$ cat config.mk
export PLATFORM = sky130hd
export DESIGN_NAME = dflash_partition_command
export DESIGN_NICKNAME = d
export VERILOG_FILES = /design/src/dflash_part_pkg.sv /design/src/seq_if.sv /design/src/partition_sequencer.sv /design/src/dflash_partition_command.sv
export SDC_FILE = /design/constraint.sdc
export NUM_CORES = 1
export LEC_CHECK = 0
export ABC_AREA = 1
export BUFFER_PORTS_ARGS = -buffer_cell sky130_fd_sc_hd__buf_2
export CAP_MARGIN = 20
export CORE_ASPECT_RATIO = 1.75
export CORE_MARGIN = 2
export CORE_UTILIZATION = 58
export CTS_CLUSTER_SIZE = 8
export DETAILED_ROUTE_END_ITERATION = 12
export GPL_TIMING_DRIVEN = 0
export PLACE_DENSITY = 0.87
export SYNTH_ARGS = -nofsm -noshare
export SYNTH_HDL_FRONTEND = slang
export SYNTH_SLANG_ARGS = --single-unit
$ cat constraint.sdc
create_clock -name aclk -period 2.53 [get_ports aclk]
set_input_delay 0.506 -clock aclk [delete_from_list [all_inputs] [get_ports aclk]]
set_output_delay 0.506 -clock aclk [all_outputs]
set_load 0.02 [all_outputs]
$ cat src/dflash_part_pkg.sv
// constants and types shared by the data flash partition command logic
`default_nettype none
package dflash_part_pkg;
  // sector geometry: partition sizes count 256-byte sectors
  localparam int unsigned SECTOR_BYTES   = 256;
  localparam int unsigned SECTOR_BITS    = 8;
  // register byte offsets on the AXI4-Lite bus
  localparam logic [7:0]  OFS_STATUS     = 8'h00;
  localparam logic [7:0]  OFS_INDEX      = 8'h04;
  localparam logic [7:0]  OFS_PARAM      = 8'h08;
  localparam logic [7:0]  OFS_CTRL       = 8'h0C;
  localparam logic [7:0]  OFS_PART       = 8'h10;
  localparam logic [7:0]  OFS_USER_END   = 8'h14;
  localparam logic [7:0]  OFS_BUF_START  = 8'h18;
  // flash_status_register bit positions
  localparam int unsigned ST_CCF         = 0;
  localparam int unsigned ST_ACCESS_ERROR_FLAG      = 1;
  localparam int unsigned ST_VERR        = 2;
  localparam int unsigned ST_UERR        = 3;
  // control register bit positions and reset value
  localparam int unsigned CTRL_MODE_OK   = 0;
  localparam int unsigned CTRL_LOAD_ACT  = 1;
  localparam logic [1:0]  CTRL_RESET     = 2'h1;
  // partition register field positions
  localparam int unsigned PART_BUF_LSB   = 8;
  localparam int unsigned PART_DEF_BIT   = 16;
  // command parameter array layout
  localparam logic [2:0]  IDX_CMD        = 3'h0;
  localparam logic [2:0]  IDX_USER       = 3'h1;
  localparam logic [2:0]  IDX_BUF        = 3'h2;
  localparam logic [15:0] CMD_PARTITION  = 16'h0020;
  // validation limits
  localparam logic [15:0] MAX_USER       = 16'h0080;
  localparam logic [15:0] MAX_BUF        = 16'h0008;
  localparam logic [15:0] MIN_REMAIN     = 16'h000C;
  localparam int unsigned RATIO_SHIFT    = 3;
  // global addresses
  localparam logic [23:0] ADDR_INFO_USER = 24'h12_0000;
  localparam logic [23:0] ADDR_INFO_UDUP = 24'h12_0002;
  localparam logic [23:0] ADDR_INFO_BUF  = 24'h12_0004;
  localparam logic [23:0] ADDR_INFO_BDUP = 24'h12_0006;
  localparam logic [23:0] ADDR_USER_BASE = 24'h10_0000;
  localparam logic [23:0] ADDR_BUF_TOP   = 24'h13_FFFF;
  // bus responses
  localparam logic [1:0]  RESP_OKAY      = 2'h0;
  localparam logic [1:0]  RESP_SLVERR    = 2'h2;

  typedef enum logic [1:0] {
    OP_VERIFY_BLOCK = 2'b00,
    OP_VERIFY_INFO  = 2'b01,
    OP_PROGRAM      = 2'b10
  } nvm_op_t;

  typedef enum logic [2:0] {
    S_IDLE     = 3'b000,
    S_VFY_BLK  = 3'b001,
    S_VFY_INFO = 3'b010,
    S_PROG     = 3'b011,
    S_DONE     = 3'b100
  } seq_state_t;
endpackage : dflash_part_pkg
`default_nettype wire

$ cat src/seq_if.sv
// carrier between the register front end and the array sequencer
`timescale 1ns/1ps
`default_nettype none
interface seq_if;
  logic       start;
  logic [7:0] user_cnt;
  logic [7:0] buf_cnt;
  logic       done;
  logic       verify_err;
  logic       ecc_err;
  modport ctl (output start, output user_cnt, output buf_cnt,
               input done, input verify_err, input ecc_err);
  modport seq (input start, input user_cnt, input buf_cnt,
               output done, output verify_err, output ecc_err);
endinterface : seq_if
`default_nettype wire

$ cat src/partition_sequencer.sv
// erase-verify and information register programming sequence
`timescale 1ns/1ps
`default_nettype none
module partition_sequencer
  import dflash_part_pkg::*;
(
  // clock and reset
  input  wire logic        aclk,
  input  wire logic        aresetn,
  // command side
  seq_if.seq               ctl,
  // nonvolatile array side
  output var  logic        nvm_req,
  output var  nvm_op_t     nvm_op,
  output var  logic [23:0] nvm_addr,
  output var  logic [15:0] nvm_wdata,
  input  wire logic        nvm_ack,
  input  wire logic        nvm_read_err,
  input  wire logic        nvm_ecc_err
);
  seq_state_t state_r;
  logic [1:0] prog_idx_r;
  logic [7:0] user_r;
  logic [7:0] buf_r;
  logic       verified_r;

  function automatic logic [23:0] prog_addr(input logic [1:0] idx);
    case (idx)
      2'h0:    prog_addr = ADDR_INFO_USER;
      2'h1:    prog_addr = ADDR_INFO_UDUP;
      2'h2:    prog_addr = ADDR_INFO_BUF;
      default: prog_addr = ADDR_INFO_BDUP;
    endcase
  endfunction : prog_addr

  wire        step_fail = nvm_ack && (nvm_read_err || nvm_ecc_err);
  wire        step_ok   = nvm_ack && !nvm_read_err && !nvm_ecc_err;
  wire [1:0]  next_idx  = prog_idx_r + 2'h1;
  wire [15:0] next_data = {8'h00, next_idx[1] ? buf_r : user_r};

  always_ff @(posedge aclk) begin
    if (!aresetn) begin
      state_r        <= S_IDLE;
      prog_idx_r     <= 2'h0;
      user_r         <= 8'h00;
      buf_r          <= 8'h00;
      verified_r     <= 1'b0;
      nvm_req        <= 1'b0;
      nvm_op         <= OP_VERIFY_BLOCK;
      nvm_addr       <= 24'h00_0000;
      nvm_wdata      <= 16'h0000;
      ctl.done       <= 1'b0;
      ctl.verify_err <= 1'b0;
      ctl.ecc_err    <= 1'b0;
    end else begin
      ctl.done <= 1'b0;
      if (step_fail) begin
        ctl.verify_err <= 1'b1;
        ctl.ecc_err    <= ctl.ecc_err | nvm_ecc_err;
      end
      case (state_r)
        S_IDLE: begin
          if (ctl.start) begin
            state_r        <= S_VFY_BLK;
            user_r         <= ctl.user_cnt;
            buf_r          <= ctl.buf_cnt;
            verified_r     <= 1'b0;
            ctl.verify_err <= 1'b0;
            ctl.ecc_err    <= 1'b0;
            nvm_req        <= 1'b1;
            nvm_op         <= OP_VERIFY_BLOCK;
            nvm_addr       <= ADDR_USER_BASE;
          end
        end
        S_VFY_BLK: begin
          if (step_ok) begin
            state_r  <= S_VFY_INFO;
            nvm_op   <= OP_VERIFY_INFO;
            nvm_addr <= ADDR_INFO_USER;
          end
        end
        S_VFY_INFO: begin
          if (step_ok) begin
            state_r    <= S_PROG;
            verified_r <= 1'b1;
            prog_idx_r <= 2'h0;
            nvm_op     <= OP_PROGRAM;
            nvm_addr   <= prog_addr(2'h0);
            nvm_wdata  <= {8'h00, user_r};
          end
        end
        S_PROG: begin
          if (step_ok && prog_idx_r == 2'h3) begin
            state_r <= S_DONE;
            nvm_req <= 1'b0;
          end else if (step_ok) begin
            prog_idx_r <= next_idx;
            nvm_addr   <= prog_addr(next_idx); // see R10
            nvm_wdata  <= next_data;
          end
        end
        S_DONE: begin
          ctl.done <= 1'b1;
          state_r  <= S_IDLE;
        end
        default: state_r <= S_IDLE;
      endcase
      // a failed read ends the sequence without programming further
      if (step_fail && state_r != S_IDLE && state_r != S_DONE) begin
        state_r <= S_DONE;
        nvm_req <= 1'b0;
      end
    end
  end
endmodule : partition_sequencer
`default_nettype wire

$ cat src/dflash_partition_command.sv
// data flash partition command: register front end and launch checks
//
// Function
// data flash counts whole 256-byte sectors in every size parameter
// software runs erase-all-blocks before launching the partition command
// parameters: slot 0 code 0x20, slot 1 user count, slot 2 buffer count
// clearing the completion flag launches validation and programming
// user sector count above 128 is rejected
// buffer RAM sector count above 8 is rejected
// nonzero buffer count needs at least 12 sectors left after user part
// nonzero buffer count needs remaining sectors per buffer sector of 8
// erase-verify flash block and information register before programming
// user count programmed at 0x12_0000 and duplicate at 0x12_0002
// buffer count programmed at 0x12_0004 and duplicate at 0x12_0006
// user partition starts at 0x10_0000 growing upward by its count
// buffer partition ends at 0x13_FFFF growing downward by its count
// completion flag sets when the operation has finished
// relaunch after partitions are defined sets the access error flag
// parameter index other than 2 at launch sets the access error flag
// launch during an active load-data-field sequence sets access error
// launch not permitted in the current mode sets access error
// any failed count check sets the access error flag
// any read error during the operation sets verify error status
// any uncorrectable read error sets uncorrectable error status
// launch errors skip all array work and set completion again
`timescale 1ns/1ps
`default_nettype none
module dflash_partition_command
  import dflash_part_pkg::*;
(
  // clock and reset
  input  wire logic        aclk,
  input  wire logic        aresetn,
  // axi4-lite write channels
  input  wire logic [7:0]  s_axi_awaddr,
  input  wire logic        s_axi_awvalid,
  output var  logic        s_axi_awready,
  input  wire logic [31:0] s_axi_wdata,
  input  wire logic [3:0]  s_axi_wstrb,
  input  wire logic        s_axi_wvalid,
  output var  logic        s_axi_wready,
  output var  logic [1:0]  s_axi_bresp,
  output var  logic        s_axi_bvalid,
  input  wire logic        s_axi_bready,
  // axi4-lite read channels
  input  wire logic [7:0]  s_axi_araddr,
  input  wire logic        s_axi_arvalid,
  output var  logic        s_axi_arready,
  output var  logic [31:0] s_axi_rdata,
  output var  logic [1:0]  s_axi_rresp,
  output var  logic        s_axi_rvalid,
  input  wire logic        s_axi_rready,
  // nonvolatile array and information register
  output var  logic        nvm_req,
  output var  nvm_op_t     nvm_op,
  output var  logic [23:0] nvm_addr,
  output var  logic [15:0] nvm_wdata,
  input  wire logic        nvm_ack,
  input  wire logic        nvm_read_err,
  input  wire logic        nvm_ecc_err
);
  seq_if sq ();

  logic [15:0] param_r [0:7];
  logic [2:0]  parameter_index_r;
  logic [1:0]  ctrl_r;
  logic        command_complete_flag_r;
  logic        access_error_flag_r;
  logic        verify_error_status_r;
  logic        uncorrectable_error_status_r;
  logic        defined_r;
  logic [7:0]  user_sector_count_r;
  logic [7:0]  buffer_ram_sector_count_r;
  logic        start_r;
  logic [7:0]  nvm_user_q;
  logic [7:0]  nvm_buf_q;

  function automatic logic mapped(input logic [7:0] a);
    mapped = (a == OFS_STATUS) || (a == OFS_INDEX) || (a == OFS_PARAM) ||
             (a == OFS_CTRL) || (a == OFS_PART) || (a == OFS_USER_END) ||
             (a == OFS_BUF_START);
  endfunction : mapped

  // write path: address and data are taken together in one edge
  // nothing more is taken until the response has been accepted
  wire        wr_take   = s_axi_awvalid && s_axi_wvalid && !s_axi_awready
                          && !s_axi_bvalid;
  wire        wr_status = wr_take && s_axi_awaddr == OFS_STATUS
                          && s_axi_wstrb[0];
  wire        wr_index  = wr_take && s_axi_awaddr == OFS_INDEX
                          && s_axi_wstrb[0];
  wire        wr_param  = wr_take && s_axi_awaddr == OFS_PARAM;
  wire        wr_ctrl   = wr_take && s_axi_awaddr == OFS_CTRL
                          && s_axi_wstrb[0];
  wire        rd_take   = s_axi_arvalid && !s_axi_arready && !s_axi_rvalid;

  // a launch is a one written to a set completion flag
  wire        launch    = wr_status && s_axi_wdata[ST_CCF]
                          && command_complete_flag_r;
  wire        clr_acc   = wr_status && s_axi_wdata[ST_ACCESS_ERROR_FLAG];

  // launch checks
  wire [15:0] cmd_word  = param_r[IDX_CMD];
  wire [15:0] user_req  = param_r[IDX_USER];
  wire [15:0] buf_req   = param_r[IDX_BUF];
  wire [15:0] remain    = MAX_USER - user_req;
  wire        buf_on    = buf_req != 16'h0000;
  wire        user_bad  = user_req > MAX_USER;
  wire        buf_bad   = buf_req > MAX_BUF;
  wire        rem_bad   = buf_on && !user_bad
                          && remain < MIN_REMAIN;
  // floor division by the buffer count compares as a multiply
  wire        ratio_bad = buf_on && !user_bad
                          && remain < (buf_req << RATIO_SHIFT);
  wire        cnt_bad   = user_bad || buf_bad || rem_bad || ratio_bad;
  wire        idx_bad   = parameter_index_r != IDX_BUF;
  wire        load_busy = ctrl_r[CTRL_LOAD_ACT];
  wire        mode_bad  = !ctrl_r[CTRL_MODE_OK]
                          || cmd_word != CMD_PARTITION;
  wire        launch_err = idx_bad || load_busy || mode_bad || defined_r
                           || cnt_bad; // see R15

  // partition bounds in sectors of 256 bytes
  wire [23:0] user_span = {8'h00, user_sector_count_r, 8'h00};
  wire [23:0] buf_span  = {8'h00, buffer_ram_sector_count_r, 8'h00};
  wire [23:0] user_end  = ADDR_USER_BASE + user_span;
  wire [23:0] buf_start = ADDR_BUF_TOP - buf_span + 24'h00_0001;

  wire [31:0] status_word = {28'h000_0000, uncorrectable_error_status_r,
                             verify_error_status_r, access_error_flag_r,
                             command_complete_flag_r};
  wire [31:0] part_word   = {15'h0000, defined_r, buffer_ram_sector_count_r,
                             user_sector_count_r};
  wire [31:0] rd_word =
      (s_axi_araddr == OFS_STATUS)    ? status_word :
      (s_axi_araddr == OFS_INDEX)     ? {29'h0000_0000, parameter_index_r} :
      (s_axi_araddr == OFS_PARAM)     ? {16'h0000,
                                         param_r[parameter_index_r]} :
      (s_axi_araddr == OFS_CTRL)      ? {30'h0000_0000, ctrl_r} :
      (s_axi_araddr == OFS_PART)      ? part_word :
      (s_axi_araddr == OFS_USER_END)  ? {8'h00, user_end} :
      (s_axi_araddr == OFS_BUF_START) ? {8'h00, buf_start} :
                                        32'h0000_0000;

  assign sq.start    = start_r;
  assign sq.user_cnt = user_req[7:0];
  assign sq.buf_cnt  = buf_req[7:0];

  // bus handshake
  always_ff @(posedge aclk) begin
    if (!aresetn) begin
      s_axi_awready <= 1'b0;
      s_axi_wready  <= 1'b0;
      s_axi_bvalid  <= 1'b0;
      s_axi_bresp   <= RESP_OKAY;
      s_axi_arready <= 1'b0;
      s_axi_rvalid  <= 1'b0;
      s_axi_rresp   <= RESP_OKAY;
      s_axi_rdata   <= 32'h0000_0000;
    end else begin
      s_axi_awready <= wr_take;
      s_axi_wready  <= wr_take;
      s_axi_arready <= rd_take;
      if (wr_take) begin
        s_axi_bvalid <= 1'b1;
        s_axi_bresp  <= mapped(s_axi_awaddr) ? RESP_OKAY : RESP_SLVERR;
      end else if (s_axi_bready) begin
        s_axi_bvalid <= 1'b0;
      end
      if (rd_take) begin
        s_axi_rvalid <= 1'b1;
        s_axi_rdata  <= rd_word;
        s_axi_rresp  <= mapped(s_axi_araddr) ? RESP_OKAY : RESP_SLVERR;
      end else if (s_axi_rready) begin
        s_axi_rvalid <= 1'b0;
      end
    end
  end

  // parameter array, one slot per index value
  genvar gi;
  generate
    for (gi = 0; gi < 8; gi++) begin : g_param
      always_ff @(posedge aclk) begin
        if (!aresetn) begin
          param_r[gi] <= 16'h0000;
        end else if (wr_param && parameter_index_r == 3'(gi)) begin
          if (s_axi_wstrb[0]) param_r[gi][7:0]  <= s_axi_wdata[7:0];
          if (s_axi_wstrb[1]) param_r[gi][15:8] <= s_axi_wdata[15:8];
        end
      end
    end
  endgenerate

  always_ff @(posedge aclk) begin
    if (!aresetn) begin
      parameter_index_r <= 3'h0;
      ctrl_r            <= CTRL_RESET;
    end else begin
      if (wr_index) parameter_index_r <= s_axi_wdata[2:0];
      if (wr_ctrl)  ctrl_r            <= s_axi_wdata[1:0];
    end
  end

  // command state and status flags
  always_ff @(posedge aclk) begin
    if (!aresetn) begin
      command_complete_flag_r      <= 1'b1;
      access_error_flag_r          <= 1'b0;
      verify_error_status_r        <= 1'b0;
      uncorrectable_error_status_r <= 1'b0;
      defined_r                    <= 1'b0;
      user_sector_count_r          <= 8'h00;
      buffer_ram_sector_count_r    <= 8'h00;
      start_r                      <= 1'b0;
    end else begin
      start_r <= 1'b0;
      // the set below wins over a clear in the same write
      if (clr_acc) access_error_flag_r <= 1'b0;
      if (launch && launch_err) begin
        access_error_flag_r <= 1'b1;
      end else if (launch) begin
        command_complete_flag_r      <= 1'b0;
        verify_error_status_r        <= 1'b0;
        uncorrectable_error_status_r <= 1'b0;
        start_r                      <= 1'b1;
      end
      if (sq.done) begin
        command_complete_flag_r      <= 1'b1;
        verify_error_status_r        <= sq.verify_err;
        uncorrectable_error_status_r <= sq.ecc_err;
        if (!sq.verify_err && !sq.ecc_err) begin
          defined_r                 <= 1'b1;
          user_sector_count_r       <= nvm_user_q;
          buffer_ram_sector_count_r <= nvm_buf_q;
        end
      end
    end
  end

  // counts captured at launch for the bound registers
  always_ff @(posedge aclk) begin
    if (!aresetn) begin
      nvm_user_q <= 8'h00;
      nvm_buf_q  <= 8'h00;
    end else if (start_r) begin
      nvm_user_q <= user_req[7:0];
      nvm_buf_q  <= buf_req[7:0];
    end
  end

  partition_sequencer u_seq (
    .aclk         (aclk),
    .aresetn      (aresetn),
    .ctl          (sq.seq),
    .nvm_req      (nvm_req),
    .nvm_op       (nvm_op),
    .nvm_addr     (nvm_addr),
    .nvm_wdata    (nvm_wdata),
    .nvm_ack      (nvm_ack),
    .nvm_read_err (nvm_read_err),
    .nvm_ecc_err  (nvm_ecc_err)
  );
endmodule : dflash_partition_command
`default_nettype wire

---- After elaboration in Yosys (flattened, before gate mapping) ----
Memories as Yosys holds them, arrays and structs flattened. A register that Yosys moved wholly into a read port is not among the register bits.
Index checks and enable logic that the tools add are counted.
cells by class
  shift operators ......................... 0
  multipliers ............................. 0
  bitwise logic cells ..................... 19
  divide/modulo/power cells ............... 0
  magnitude comparators ................... 4
  multiplexer cells ....................... 124
  equality and inequality tests ........... 41
  $add $sub $neg .......................... 5
  reductions and logical operators ........ 94
operator list
  kind                                                         number
  two-way mux 24 bit                                           11
  two-way mux 8 bit                                            17
  case mux 24 bit (3 select lines)                             1
  two-way mux 1 bit                                            71
  == test 8 x 5 -> 1 bit, second input constant                6
  two-way mux 16 bit                                           3
  logical AND 1 bit                                            34
  == test 8 x 4 -> 1 bit, second input constant                4
  case mux 16 bit (2 select lines)                             1
  adder 22 x 2 -> 23 bit, second input constant                1
  adder 21 x 16 -> 22 bit, first input constant                1
  subtractor 21 x 16 -> 22 bit, first input constant           1
  logical OR 1 bit                                             21
  two-way mux 3 bit                                            7
  bitwise OR 1 bit                                             17
  == test 8 x 3 -> 1 bit, second input constant                2
  > comparator 16 x 4 -> 1 bit, second input constant          1
  > comparator 16 x 8 -> 1 bit, second input constant          1
  logical NOT 8 bit                                            2
  less-than comparator 16 bit                                  1
  less-than comparator 16 x 4 -> 1 bit, second input constant  1
  two-way mux 2 bit                                            8
  != test 16 x 6 -> 1 bit, second input constant               1
  AND reduction 4 bit                                          4
  other kinds (28)                                             70
word-level totals
  memory bits (read-only) ................. 0
  bits in registers ....................... 150
  word-level logic and storage cells ...... 319
  memory bits (writable) .................. 128
  input bits .............................. 62
  bits in latches ......................... 0
  output and inout port bits .............. 84
  memories kept ........................... 1
memory list
  memory   words  bits a word  rd ports  clocked after Yosys merged registers in  wr ports  line                            RTL
  param_r  8      16           4         1                                        8         dflash_partition_command.sv:64  logic [15:0] param_r [0:7];

---- Longest topological paths before layout ----
Gate-level depths: netlist of run 1.
An unclocked memory read counts as a cell.
  depth after elaboration ................. 11
  gate-level depth with buffers ........... 20
  gate-level depth less buffers ........... 20

---- By module ----
Synthesis of run 1 repeated with hierarchy kept, for this count alone.
second synthesis, totals
  cells, all modules ...................... 1,462
  area total of the unflattened synthesis .. 12,085.3 um^2
by module, submodules not included
  module                    area an instance (um^2)  cells each  sequential area each (um^2)  instances
  dflash_partition_command  10,080.9                 1,183       5,285.1                      1
  partition_sequencer       2,004.4                  279         780.7                        1

---- Worst setup path after synthesis of run 1 ----
Ideal clock, no wire load.
  path kind ............................... reg2reg
  start ................................... memory param_r[1][0]
  end ..................................... register command_complete_flag_r
  clock period less this slack ............ 2.235 ns
  slack ................................... 0.295 ns
  arrival ................................. 2.102 ns
  path buffers ............................ 0
  stages on the path, launching flop included .. 21
  library setup time ...................... 0.133 ns
  data required time ...................... 2.397 ns
  path through ............................ edfxtp_1 > nor2_4 > nand2_2 > inv_2 > nand2_2 > nand2_4 > nand2_1 > nand2_1 > nand2_1 > ha_1 > nand2_1 > o21ai_0 > nand3_1 > nand2_1 > nand3_1 > nand3_1 > nand2_1 > nand2_1 > nand3_2 > nand2_1 > nand3_1
RTL lines
  what                    line                             RTL
  start: declaration      dflash_partition_command.sv:64
  end signal: assignment  dflash_partition_command.sv:208  command_complete_flag_r <= 1'b1;
  end signal: assignment  dflash_partition_command.sv:223  command_complete_flag_r <= 1'b0;
  end signal: assignment  dflash_partition_command.sv:229  command_complete_flag_r <= 1'b1;
  end: declaration        dflash_partition_command.sv:67   logic command_complete_flag_r;

==> summary.md, run 1 <==
| Metric | Value |
|---|---|
| Clock skew | `about 0.015 ns` |
| Initial antenna violation count | `1` |
| DR vias | `11200` |
| Worst Hold Class | `input port to flip-flop` |
| PortBufs | `a little over 80` |
| # IOs | `between 100 and 150` |
| Core Util, Final | `70.8%` |
| Sequential Area | `between 6000 and 7000 µm²` |
| Main synth FF type | `edfxtp_1` |
| Share of layout cells above drive strength 1 | `18.5%` |
| Max Cap Viol | `0` |
| Final wirelength | `38500 µm` |
| Crit path DAT | `around 3.3 ns` |
| Dominant cell type by area after synthesis | `edfxtp_1` |
| Commonest non-fill, non-tap cell in the layout | `nor2_1` |
| Post-Synthesis Cells | `approximately 1400` |
| Die height | `approximately 190 µm` |
| Fin worst setup slack | `-0.410 ns` |
| Final setup vio count | `5` |
| Area of the die | `roughly 21000 µm²` |
| Max Transition Viols Final | `0` |
| Ranking of synthesized cells by area | `edfxtp_1 33%, dfxtp_1 19%, nand2_1 7.8%` |
| Vias in the first global route | `10800` |
| Mean post-synth cell area | `between 8 and 9 µm²` |
| R2R Setup Slk | `-0.41 ns` |
| Minimum clock period | `about 2.9 ns` |
| CORE AREA | `about 20000 µm²` |
| Seq/Total Area, Yosys | `51.7%` |
| Worst slew pin tran | `about 1.0 ns` |
| Worst-Skew Late Latency | `0.51 ns` |
| Startpoint types | `flip-flop` |
| Commonest cells after routing, fill and taps aside | `233 x nor2_1, 224 x nand2_1, 141 x a21oi_1` |
| Largest net degree at the start of global routing | `11` |
| Fill count | `approximately 1500` |
| CTS Sinks | `239` |
| Residual DRC | `0` |
| Gr usage total | `around a third` |
| Post-Synthesis Cell Area | `between 10000 and 15000 µm²` |
| Drt pass-1 iters | `8` |
| DRT iter0 DRCs | `1474` |
| Number of synthesized register bits | `239` |
| Slew HR | `30.7%` |
| DP Wirelength | `about 27000 µm` |
| Root Driver | `clkbuf_16` |
| Die W | `roughly 110 µm` |
| Power Dens Cells | `between 600 and 700 nW/µm²` |
| Peak supply drop | `0.697 mV` |
| Critical path class | `flip-flop to flip-flop` |
| Clock Path Buffers | `3` |
| Crit share post-route | `116%` |
| CTS tree | `yes` |
| H-tree levels | `2` |
| Leakage power | `approximately 0.0058 µW` |
| Routed wire length per instance | `slightly above 20 µm` |
| Count of cell types in the netlist | `44` |
| Failing checks | `setup timing` |
| RSZ-0062 raised after global routing | `true` |
| Starting Density | `59.2%` |
| Fin Hold WS | `about 0.27 ns` |
| First-pass GRT wire length | `approximately 57000 µm` |
| Synthesis Warnings | `0` |
| Fmax | `340 MHz` |
| Vias/cell | `about 6.0` |
| GP Congestion | `between 1 and 1.5` |
| Final hold viol count | `0` |
| CP max FO | `7` |
| Post-synth EDFFs | `roughly 130` |
| Worst-path clk slew | `around 0.05 ns` |
| ANT nets after route | `0` |
| Async SR Flop Fraction | `0%` |
| Multi-input gate area | `between 5000 and 6000 µm²` |
| Setup crit end kind | `flip-flop` |
| Critical Path RT | `2.90 ns` |
| Remaining global-route overflow | `0` |
| Number of buffers created by CTS | `35` |
| Area growth syn-to-layout | `19.7%` |
| Status | `finished, violations left` |
| Top cell type's share of synthesized area | `roughly 33%` |
| N_diodes | `0` |
| Placement Rows | `a little under 70` |
| Nets | `between 1500 and 2000` |
[critical path, cell delays in order (launching register included)]
cell and delay (ns):
edfxtp_1 0.54, buf_4 0.23, inv_2 0.14, nor2_1 0.06, nand2_1 0.08, inv_1 0.05, nand2_1 0.07, nand3b_1 0.10
nand2_2 0.10, inv_1 0.05, ha_1 0.28, nand2_2 0.07, o21ai_1 0.18, nand3_1 0.09, nand2_1 0.09, nand3_1 0.09
nand3_1 0.09, nand2_2 0.11, nand2_2 0.12, nand3_4 0.11, nand2_2 0.11, a21oi_2 0.05
[registers in the layout (all words and copies together), names as in the netlist, 2 cells and up, named ones only]
signal,count
user_sector_count_r,8
u_seq.buf_r,8
s_axi_rdata,20
u_seq.nvm_addr,4
u_seq.prog_idx_r,2
parameter_index_r,3
ctrl_r,2
u_seq.user_r,8
u_seq.nvm_op,2
nvm_user_q,8
u_seq.state_r,3
nvm_buf_q,8
u_seq.nvm_wdata,8
buffer_ram_sector_count_r,8
param_r,128
[logic make-up after synthesis]
family | share of synthesized area (%)
DFF | 51.7
and+or+nand+nor | 23.3
buffers and inverters | 9.02
other | 0.0320
AOI/OAI and AO/OA | 14.4
adders and majority gates | 1.49
[synthesized netlist by cell type (all sizes together), types with 9 or more instances]
cell    count
nor2      251
nand2     249
a21oi     145
inv       132
edfxtp    128
dfxtp     111
o21ai     107
nand3      78
buf        58
clkbuf     42
nor3       21
ha         14
o211ai     13
a22oi      12
a31oi       9
nand4       9
[layout make-up]
class	instances	share of cell area [%]
Timing Repair Buffer	107	4.34
Clock inverter	2	0.178
Sequential cell	239	43.2
Tap cell	245	2.18
Inverter	136	3.64
Buffer	100	3.91
Clock buffer	46	6.68
Multi-Input combinational cell	986	35.9
[timing repair]
action                                  in CTS  in global routing
hold buffers                                 0                  0
buffers inserted                            14                 11
gates resized for setup                     15                 56
pin swaps                                    9                 24
endpoints found under the hold margin        0                  0
endpoints found under the setup margin       5                  7
[metal layers]
layer | GRT usage [%] | vias up | share of wire, %
met2 | 61.7 | 793 | 49
met1 | 32.4 | 5052 | 30
met4 | 34.0 | 0 | 11
met3 | 7.83 | 266 | 9.3
li1 | - | 5055 | -
met5 | 0 | - | 0
[final timing paths]
| kind | from | end | cells after the start |
|---|---|---|---|
| setup / recovery | param_r[1][7] | verify_error_status_r | 21 |
| hold / removal | s_axi_rready | s_axi_rvalid | 4 |
| setup reg to reg | param_r[1][7] | verify_error_status_r | 21 |
| hold reg to reg | nvm_user_q[5] | nvm_user_q[5] | 2 |
[metrics by stage]
stage	cells	setup slack, ns	area (µm²)	power (µW)	TNS (ns)
2_1_floorplan	1461	0.295	11900	4890	0
3_3_place_gp	1788	-0.244	12600	5110	-1.26
3_5_place_dp	1788	-0.252	12600	5150	-3.16
4_1_cts	1850	-0.00179	13700	9290	-0.00179
5_1_grt	1861	-0.530	14000	9610	-2.50
6_report	1861	-0.410	14000	9400	-1.88
[power by group]
part           switching [µW]  leakage (µW)  internal (µW)
clock                    1650      0.000467           2560
sequential               82.9       0.00222           4210
combinational             631       0.00313            269
total                    2360       0.00582           7040
(Power assumes the default switching activity.)
==> run 2, diff against run 1 <==
SKIP_CTS_REPAIR_TIMING = 1   (was not set)
==> run 2 against run 1 <==
  * The flow still finishes with violations (setup timing)
  * Clock skew about the same
  * Sequential cell count stayed put
  * Combinational power down 3.0%
  * Critical path type unchanged
  * Largest cell class unchanged
  * Largest power group unchanged
==> summary.md, run 2 (synthesis gave the netlist of run 1 again) <==
| Metric | Value |
|---|---|
| Placed cell area | `12600 µm²` |
| PortBufs | `between 80 and 90` |
| Leakage power | `0.00575 µW` |
| Fin worst setup slack | `-0.250 ns` |
| Nets | `approximately 1700` |
| Status | `finished, violations left` |
| Worst slew pin tran | `between 1 and 1.5 ns` |
| Crit path DAT | `3.21 ns` |
| Fin Setup TNS | `-1.05 ns` |
| DRT iter0 DRCs | `1301` |
| R2r startpoint | `param_r[1][7]` |
| Startpoint types | `flip-flop` |
| Area of the die | `approximately 21000 µm²` |
| Starting Density | `about 60%` |
| Placement Rows | `68` |
| Worst path bufs/invs | `4` |
| DR vias | `between 10000 and 15000` |
| R2r endpoint | `uncorrectable_error_status_r` |
| Die height | `between 150 and 200 µm` |
| Slew HR | `between 20 and 30%` |
| Gr usage total | `between 30% and 40%` |
| Worst-Skew Late Latency | `roughly 0.51 ns` |
| Worst-path clk slew | `approximately 0.050 ns` |
| Psw | `about 2300 µW` |
| Final instance area | `about 14000 µm²` |
| ANT nets after route | `0` |
| Residual DRC | `0` |
| Clock power share | `44.9%` |
| Die W | `111 µm` |
| GP Congestion | `1.01` |
| RSZ-0062 raised after global routing | `true` |
| Vias in the first global route | `~11000` |
| Critical Path RT | `around 3 ns` |
| Worst path depth | `20` |
| Max Cap Viol | `0` |
| Worst Hold Class | `input port to flip-flop` |
| DP Wirelength | `between 20000 and 30000 µm` |
| Drt pass-1 iters | `6` |
| CORE AREA | `about 20000 µm²` |
| Pint | `7020 µW` |
| CP Cell Sequence | `buf_4 -> inv_1 -> nor2_1 -> nand2_1 -> inv_1 -> a21oi_1 -> nand2_2 -> inv_2 -> ha_4 -> a21oi_2 -> o21ai_1 -> nand3_1 -> nand2_1 -> nand3_1 -> nand3_1 -> nand2_2 -> nand2_2 -> nand3_4 -> nand2_1 -> a21oi_2` |
| Commonest cells after routing, fill and taps aside | `234 x nor2_1, 230 x nand2_1, 141 x a21oi_1` |
| Routed wire length per instance | `20.2 µm` |
| CTS Sinks | `roughly 240` |
| Final hold viol count | `0` |
| R2R Setup Slk | `-0.25 ns` |
| Peak supply drop | `0.698 mV` |
| CTS tree | `yes` |
| Setup crit end kind | `flip-flop` |
| Clock Path Buffers | `3` |
| Largest net degree at the start of global routing | `11` |
| Number of buffers created by CTS | `35` |
| Critical path class | `flip-flop to flip-flop` |
| Failing checks | `setup timing` |
| Commonest non-fill, non-tap cell in the layout | `nor2_1` |
| Sequential share of power | `a little under half` |
| Combinational share of power | `9.3%` |
| Max Transition Viols Final | `0` |
| CP delay by family, top | `simple AND/OR/NAND/NOR gates` |
| Crit share post-route | `110%` |
| Power Dens Cells | `around 670 nW/µm²` |
| H-tree levels | `2` |
| Final setup vio count | `5` |
| Fin Hold WS | `about 0.27 ns` |
| Most flop-heavy register | `param_r` |
| Final wirelength | `37400 µm` |
| Fmax | `360 MHz` |
| Sw frac | `about 25%` |
| Root Driver | `clkbuf_16` |
| Minimum clock period | `2.78 ns` |
| Min-Delay Endpoint | `s_axi_rvalid` |
| Largest stage delay, worst path | `0.36 ns` |
| Min-delay src | `s_axi_rready` |
| DP Cell Count | `1788` |
| Core Util, Final | `70.0%` |
| CP max FO | `7` |
| # IOs | `146` |
| Share of layout cells above drive strength 1 | `around 17%` |
| Max reg flops | `approximately 130` |
| Reg2Reg Depth | `20` |
| Vias/cell | `approximately 6.0` |
| First-pass GRT wire length | `between 50000 and 60000 µm` |
| Initial antenna violation count | `0` |
| Fin cells | `1850` |
| Worst hold stages | `4` |
| Clock skew | `0.0152 ns` |
| CP max-delay cell | `edfxtp_1` |
| Remaining global-route overflow | `0` |
| Area growth syn-to-layout | `18.3%` |
| Biggest regs | `param_r (128), s_axi_rdata (20)` |
==> run 2: power by group through the flow <==
| stage | registers [µW] | clock network [µW] | logic, µW |
|---|---|---|---|
| 2_1_floorplan | 4370 | 0 | 517 |
| 3_3_place_gp | 4350 | 0 | 759 |
| 3_5_place_dp | 4360 | 0 | 788 |
| 4_1_cts | 4290 | 4180 | 794 |
| 5_1_grt | 4290 | 4350 | 941 |
| 6_report | 4290 | 4200 | 873 |
==> run 2: routing by layer <==
metal,global-route usage [%],vias up,share of wire (%)
met1,31.9,5030,31
li1,-,5031,-
met2,61.5,778,50
met3,6.31,262,8.4
met4,30.7,0,11
met5,0,-,0
==> run 2: worst max path at each step <==
| stage | endpoint | startpoint | slack [ns] |
|---|---|---|---|
| after floorplan | command_complete_flag_r | param_r[1][0] | 0.29 |
| after global placement | verify_error_status_r | param_r[1][7] | -0.24 |
| after detailed placement | verify_error_status_r | param_r[1][7] | -0.25 |
| after CTS | verify_error_status_r | param_r[1][7] | -0.26 |
| after global routing | command_complete_flag_r | param_r[1][2] | -0.34 |
| final | uncorrectable_error_status_r | param_r[1][7] | -0.25 |
==> run 2: layout make-up <==
| class | count | area, µm² |
|---|---|---|
| plain buffers | 100 | 549 |
| inverters | 136 | 510 |
| diodes | 1 | 2.50 |
| fillers | 1516 | 5950 |
| repair buffers | 95 | 508 |
| clock buffers | 46 | 938 |
| flip-flops and latches | 239 | 6070 |
| clock inverters | 2 | 25.0 |
| multi-input cells | 986 | 4960 |
| well taps | 245 | 307 |
==> run 2: tightest hold or removal path, cell delays in order <==
cell and delay, ns:
buf_2 0.07, inv_1 0.03, nand2_1 0.05, a21oi_1 0.06
==> run 2: metrics by stage <==
stage / setup WS, ns / total power (µW)
2_1_floorplan: 0.295 / 4890
3_3_place_gp: -0.244 / 5110
3_5_place_dp: -0.252 / 5150
4_1_cts: -0.259 / 9260
5_1_grt: -0.335 / 9580
6_report: -0.250 / 9360
==> run 3, diff against run 2 <==
CORE_UTILIZATION = 45   (was 58)
PLACE_DENSITY = 0.71   (was 0.87)
REMOVE_ABC_BUFFERS = 1   (was not set)
==> run 3 against run 2 <==
  * The run still ends with setup timing left
  * Sequential power about the same
  * Count of clock-buffer cells in the layout unchanged
  * First-iteration DRC count down 38%
==> summary.md, run 3 (synthesis gave the netlist of run 1 again) <==
| Metric | Value |
|---|---|
| Area growth syn-to-layout | `17.1%` |
| DP Cell Count | `approximately 1800` |
| Most flop-heavy register | `param_r` |
| Critical path class | `flip-flop to flip-flop` |
| Share of layout cells above drive strength 1 | `16.7%` |
| Worst Hold Class | `input port to flip-flop` |
| N_diodes | `0` |
| Crit share post-route | `104%` |
| CTS Sinks | `between 200 and 250` |
| Nets | `approximately 1600` |
| Critical Path RT | `around 2.9 ns` |
| Failing checks | `setup timing` |
| Multi-input gate area | `about 5000 µm²` |
| Vias/cell | `5.42` |
| Commonest non-fill, non-tap cell in the layout | `nand2_1` |
| RSZ-0062 raised after global routing | `true` |
| Clock skew | `0.0180 ns` |
| Final wirelength | `approximately 33000 µm` |
| Minimum clock period | `approximately 2.6 ns` |
| Fmax | `380 MHz` |
| Fill count | `~2400` |
| Fin Setup TNS | `-0.289 ns` |
| DP Wirelength | `approximately 24000 µm` |
| Startpoint types | `flip-flop` |
| Sequential Area | `6070 µm²` |
| DR vias | `10000` |
| Final setup vio count | `4` |
| Drt pass-1 iters | `5` |
| CP max-delay cell | `edfxtp_1` |
| Number of buffers created by CTS | `35` |
| Routed wire length per instance | `17.9 µm` |
| Worst slew pin tran | `approximately 0.95 ns` |
| GP Congestion | `roughly 0.98` |
| Clock Path Buffers | `3` |
| Biggest regs | `param_r (128), s_axi_rdata (20)` |
| Most used cell, CP | `nand2_1` |
| CP Cell Sequence | `buf_6 -> nor2_2 -> nand3_2 -> inv_2 -> a21oi_1 -> nand2_1 -> inv_2 -> ha_4 -> a21oi_2 -> o21ai_1 -> nand3_1 -> nand2_1 -> nand3_1 -> nand3_2 -> nand2_2 -> nand2_2 -> nand3_4 -> nand2_1 -> a21oi_1` |
| Largest stage delay, worst path | `roughly 0.50 ns` |
| Residual DRC | `0` |
| Worst path bufs/invs | `3` |
| Peak supply drop | `between 0.3 and 0.4 mV` |
| H-tree levels | `2` |
| Crit path DAT | `between 2 and 3 ns` |
| Starting Density | `a little under half` |
| Fin cells | `1847` |
| Max Cap Viol | `0` |
| Gr usage total | `a little under a quarter` |
| CTS tree | `yes` |
| # IOs | `146` |
| Initial antenna violation count | `0` |
| CP delay by family, top | `simple AND/OR/NAND/NOR gates` |
| Total power | `9320 µW` |
| Setup crit end kind | `flip-flop` |
| Power Dens Cells | `between 600 and 700 nW/µm²` |
| Slew HR | `36.3%` |
| Commonest cells after routing, fill and taps aside | `232 x nand2_1, 228 x nor2_1, 142 x a21oi_1` |
| Status | `finished, violations left` |
| PortBufs | `85` |
| Final hold viol count | `0` |
| Max Transition Viols Final | `0` |
| Die height | `about 220 µm` |
| Leakage power | `around 0.0056 µW` |
| CP max FO | `4` |
| First-pass GRT wire length | `just under 50000 µm` |
| Max reg flops | `128` |
| CORE AREA | `~26000 µm²` |
| ANT nets after route | `0` |
| DRT iter0 DRCs | `810` |
| Root Driver | `clkbuf_16` |
| Fin Hold WS | `between 0.2 and 0.25 ns` |
| Die W | `roughly 130 µm` |
| Remaining global-route overflow | `0` |
| Core Util, Final | `53.3%` |
| Area of the die | `27400 µm²` |
| Worst-path clk slew | `~0.050 ns` |
| Vias in the first global route | `between 9000 and 10000` |
| Placement Rows | `78` |
| Fin worst setup slack | `-0.101 ns` |
| Worst-Skew Late Latency | `0.51 ns` |
| Largest net degree at the start of global routing | `a little under 90` |
[run 3: changes by cell type in the layout (fill, tap and decap cells not counted), sizes merged]
cell | before | now
clkinv | 5 | 4
diode | 1 | 0
inv | 133 | 131
clkbuf | 88 | 46
clkinvlp | 0 | 4
buf | 153 | 117
[run 3: worst reg2reg max path: stages, from the launching register on]
cell and delay, ns:
edfxtp_1 0.50, buf_6 0.18, nor2_2 0.11, nand3_2 0.13, inv_2 0.12, a21oi_1 0.07
nand2_1 0.10, inv_2 0.06, ha_4 0.27, a21oi_2 0.05, o21ai_1 0.15, nand3_1 0.08
nand2_1 0.07, nand3_1 0.08, nand3_2 0.07, nand2_2 0.08, nand2_2 0.11, nand3_4 0.09
nand2_1 0.10, a21oi_1 0.06
[run 3: stage by stage]
step / setup slack [ns] / area [µm²]
after detailed placement: -0.845 / 12200
after CTS: -0.877 / 13200
after global routing: -0.229 / 13700
after global placement: -2.53 / 12200
final: -0.101 / 13700
after floorplan: -0.932 / 11300
[run 3: layer usage]
layer / vias to the layer above / part of all wire (%) / global-route usage [%]
met5: - / 0 / 0
met4: 0 / 6.9 / 15.6
met3: 111 / 4.3 / 2.72
met2: 332 / 54 / 44.5
met1: 4681 / 35 / 22.5
li1: 4882 / - / -
[run 3: power by group]
group / internal [µW] / leakage [µW] / switching [µW]
Clock: 2620 / 0.000476 / 1630
Sequential: 4210 / 0.00222 / 75.0
Combinational: 220 / 0.00287 / 568
[run 3: area by class of cell]
type,instances,area share [%]
Tap cell,320,2.92
Inverter,136,3.79
Sequential cell,239,44.2
Timing Repair Buffer,117,5.40
Clock buffer,46,6.99
Multi-Input combinational cell,986,36.5
Clock inverter,1,0.146
Timing Repair inverter,2,0.0729
[run 3: final timing paths]
check                                   start                     end  slack, ns  cells past startpoint
worst max-delay path            param_r[1][5]   verify_error_status_r      -0.10                     19
worst min-delay path             s_axi_bready            s_axi_bvalid       0.25                      4
worst max register to register  param_r[1][5]   verify_error_status_r      -0.10                     19
worst min register to register  nvm_user_q[5]  user_sector_count_r[5]       0.45                      2
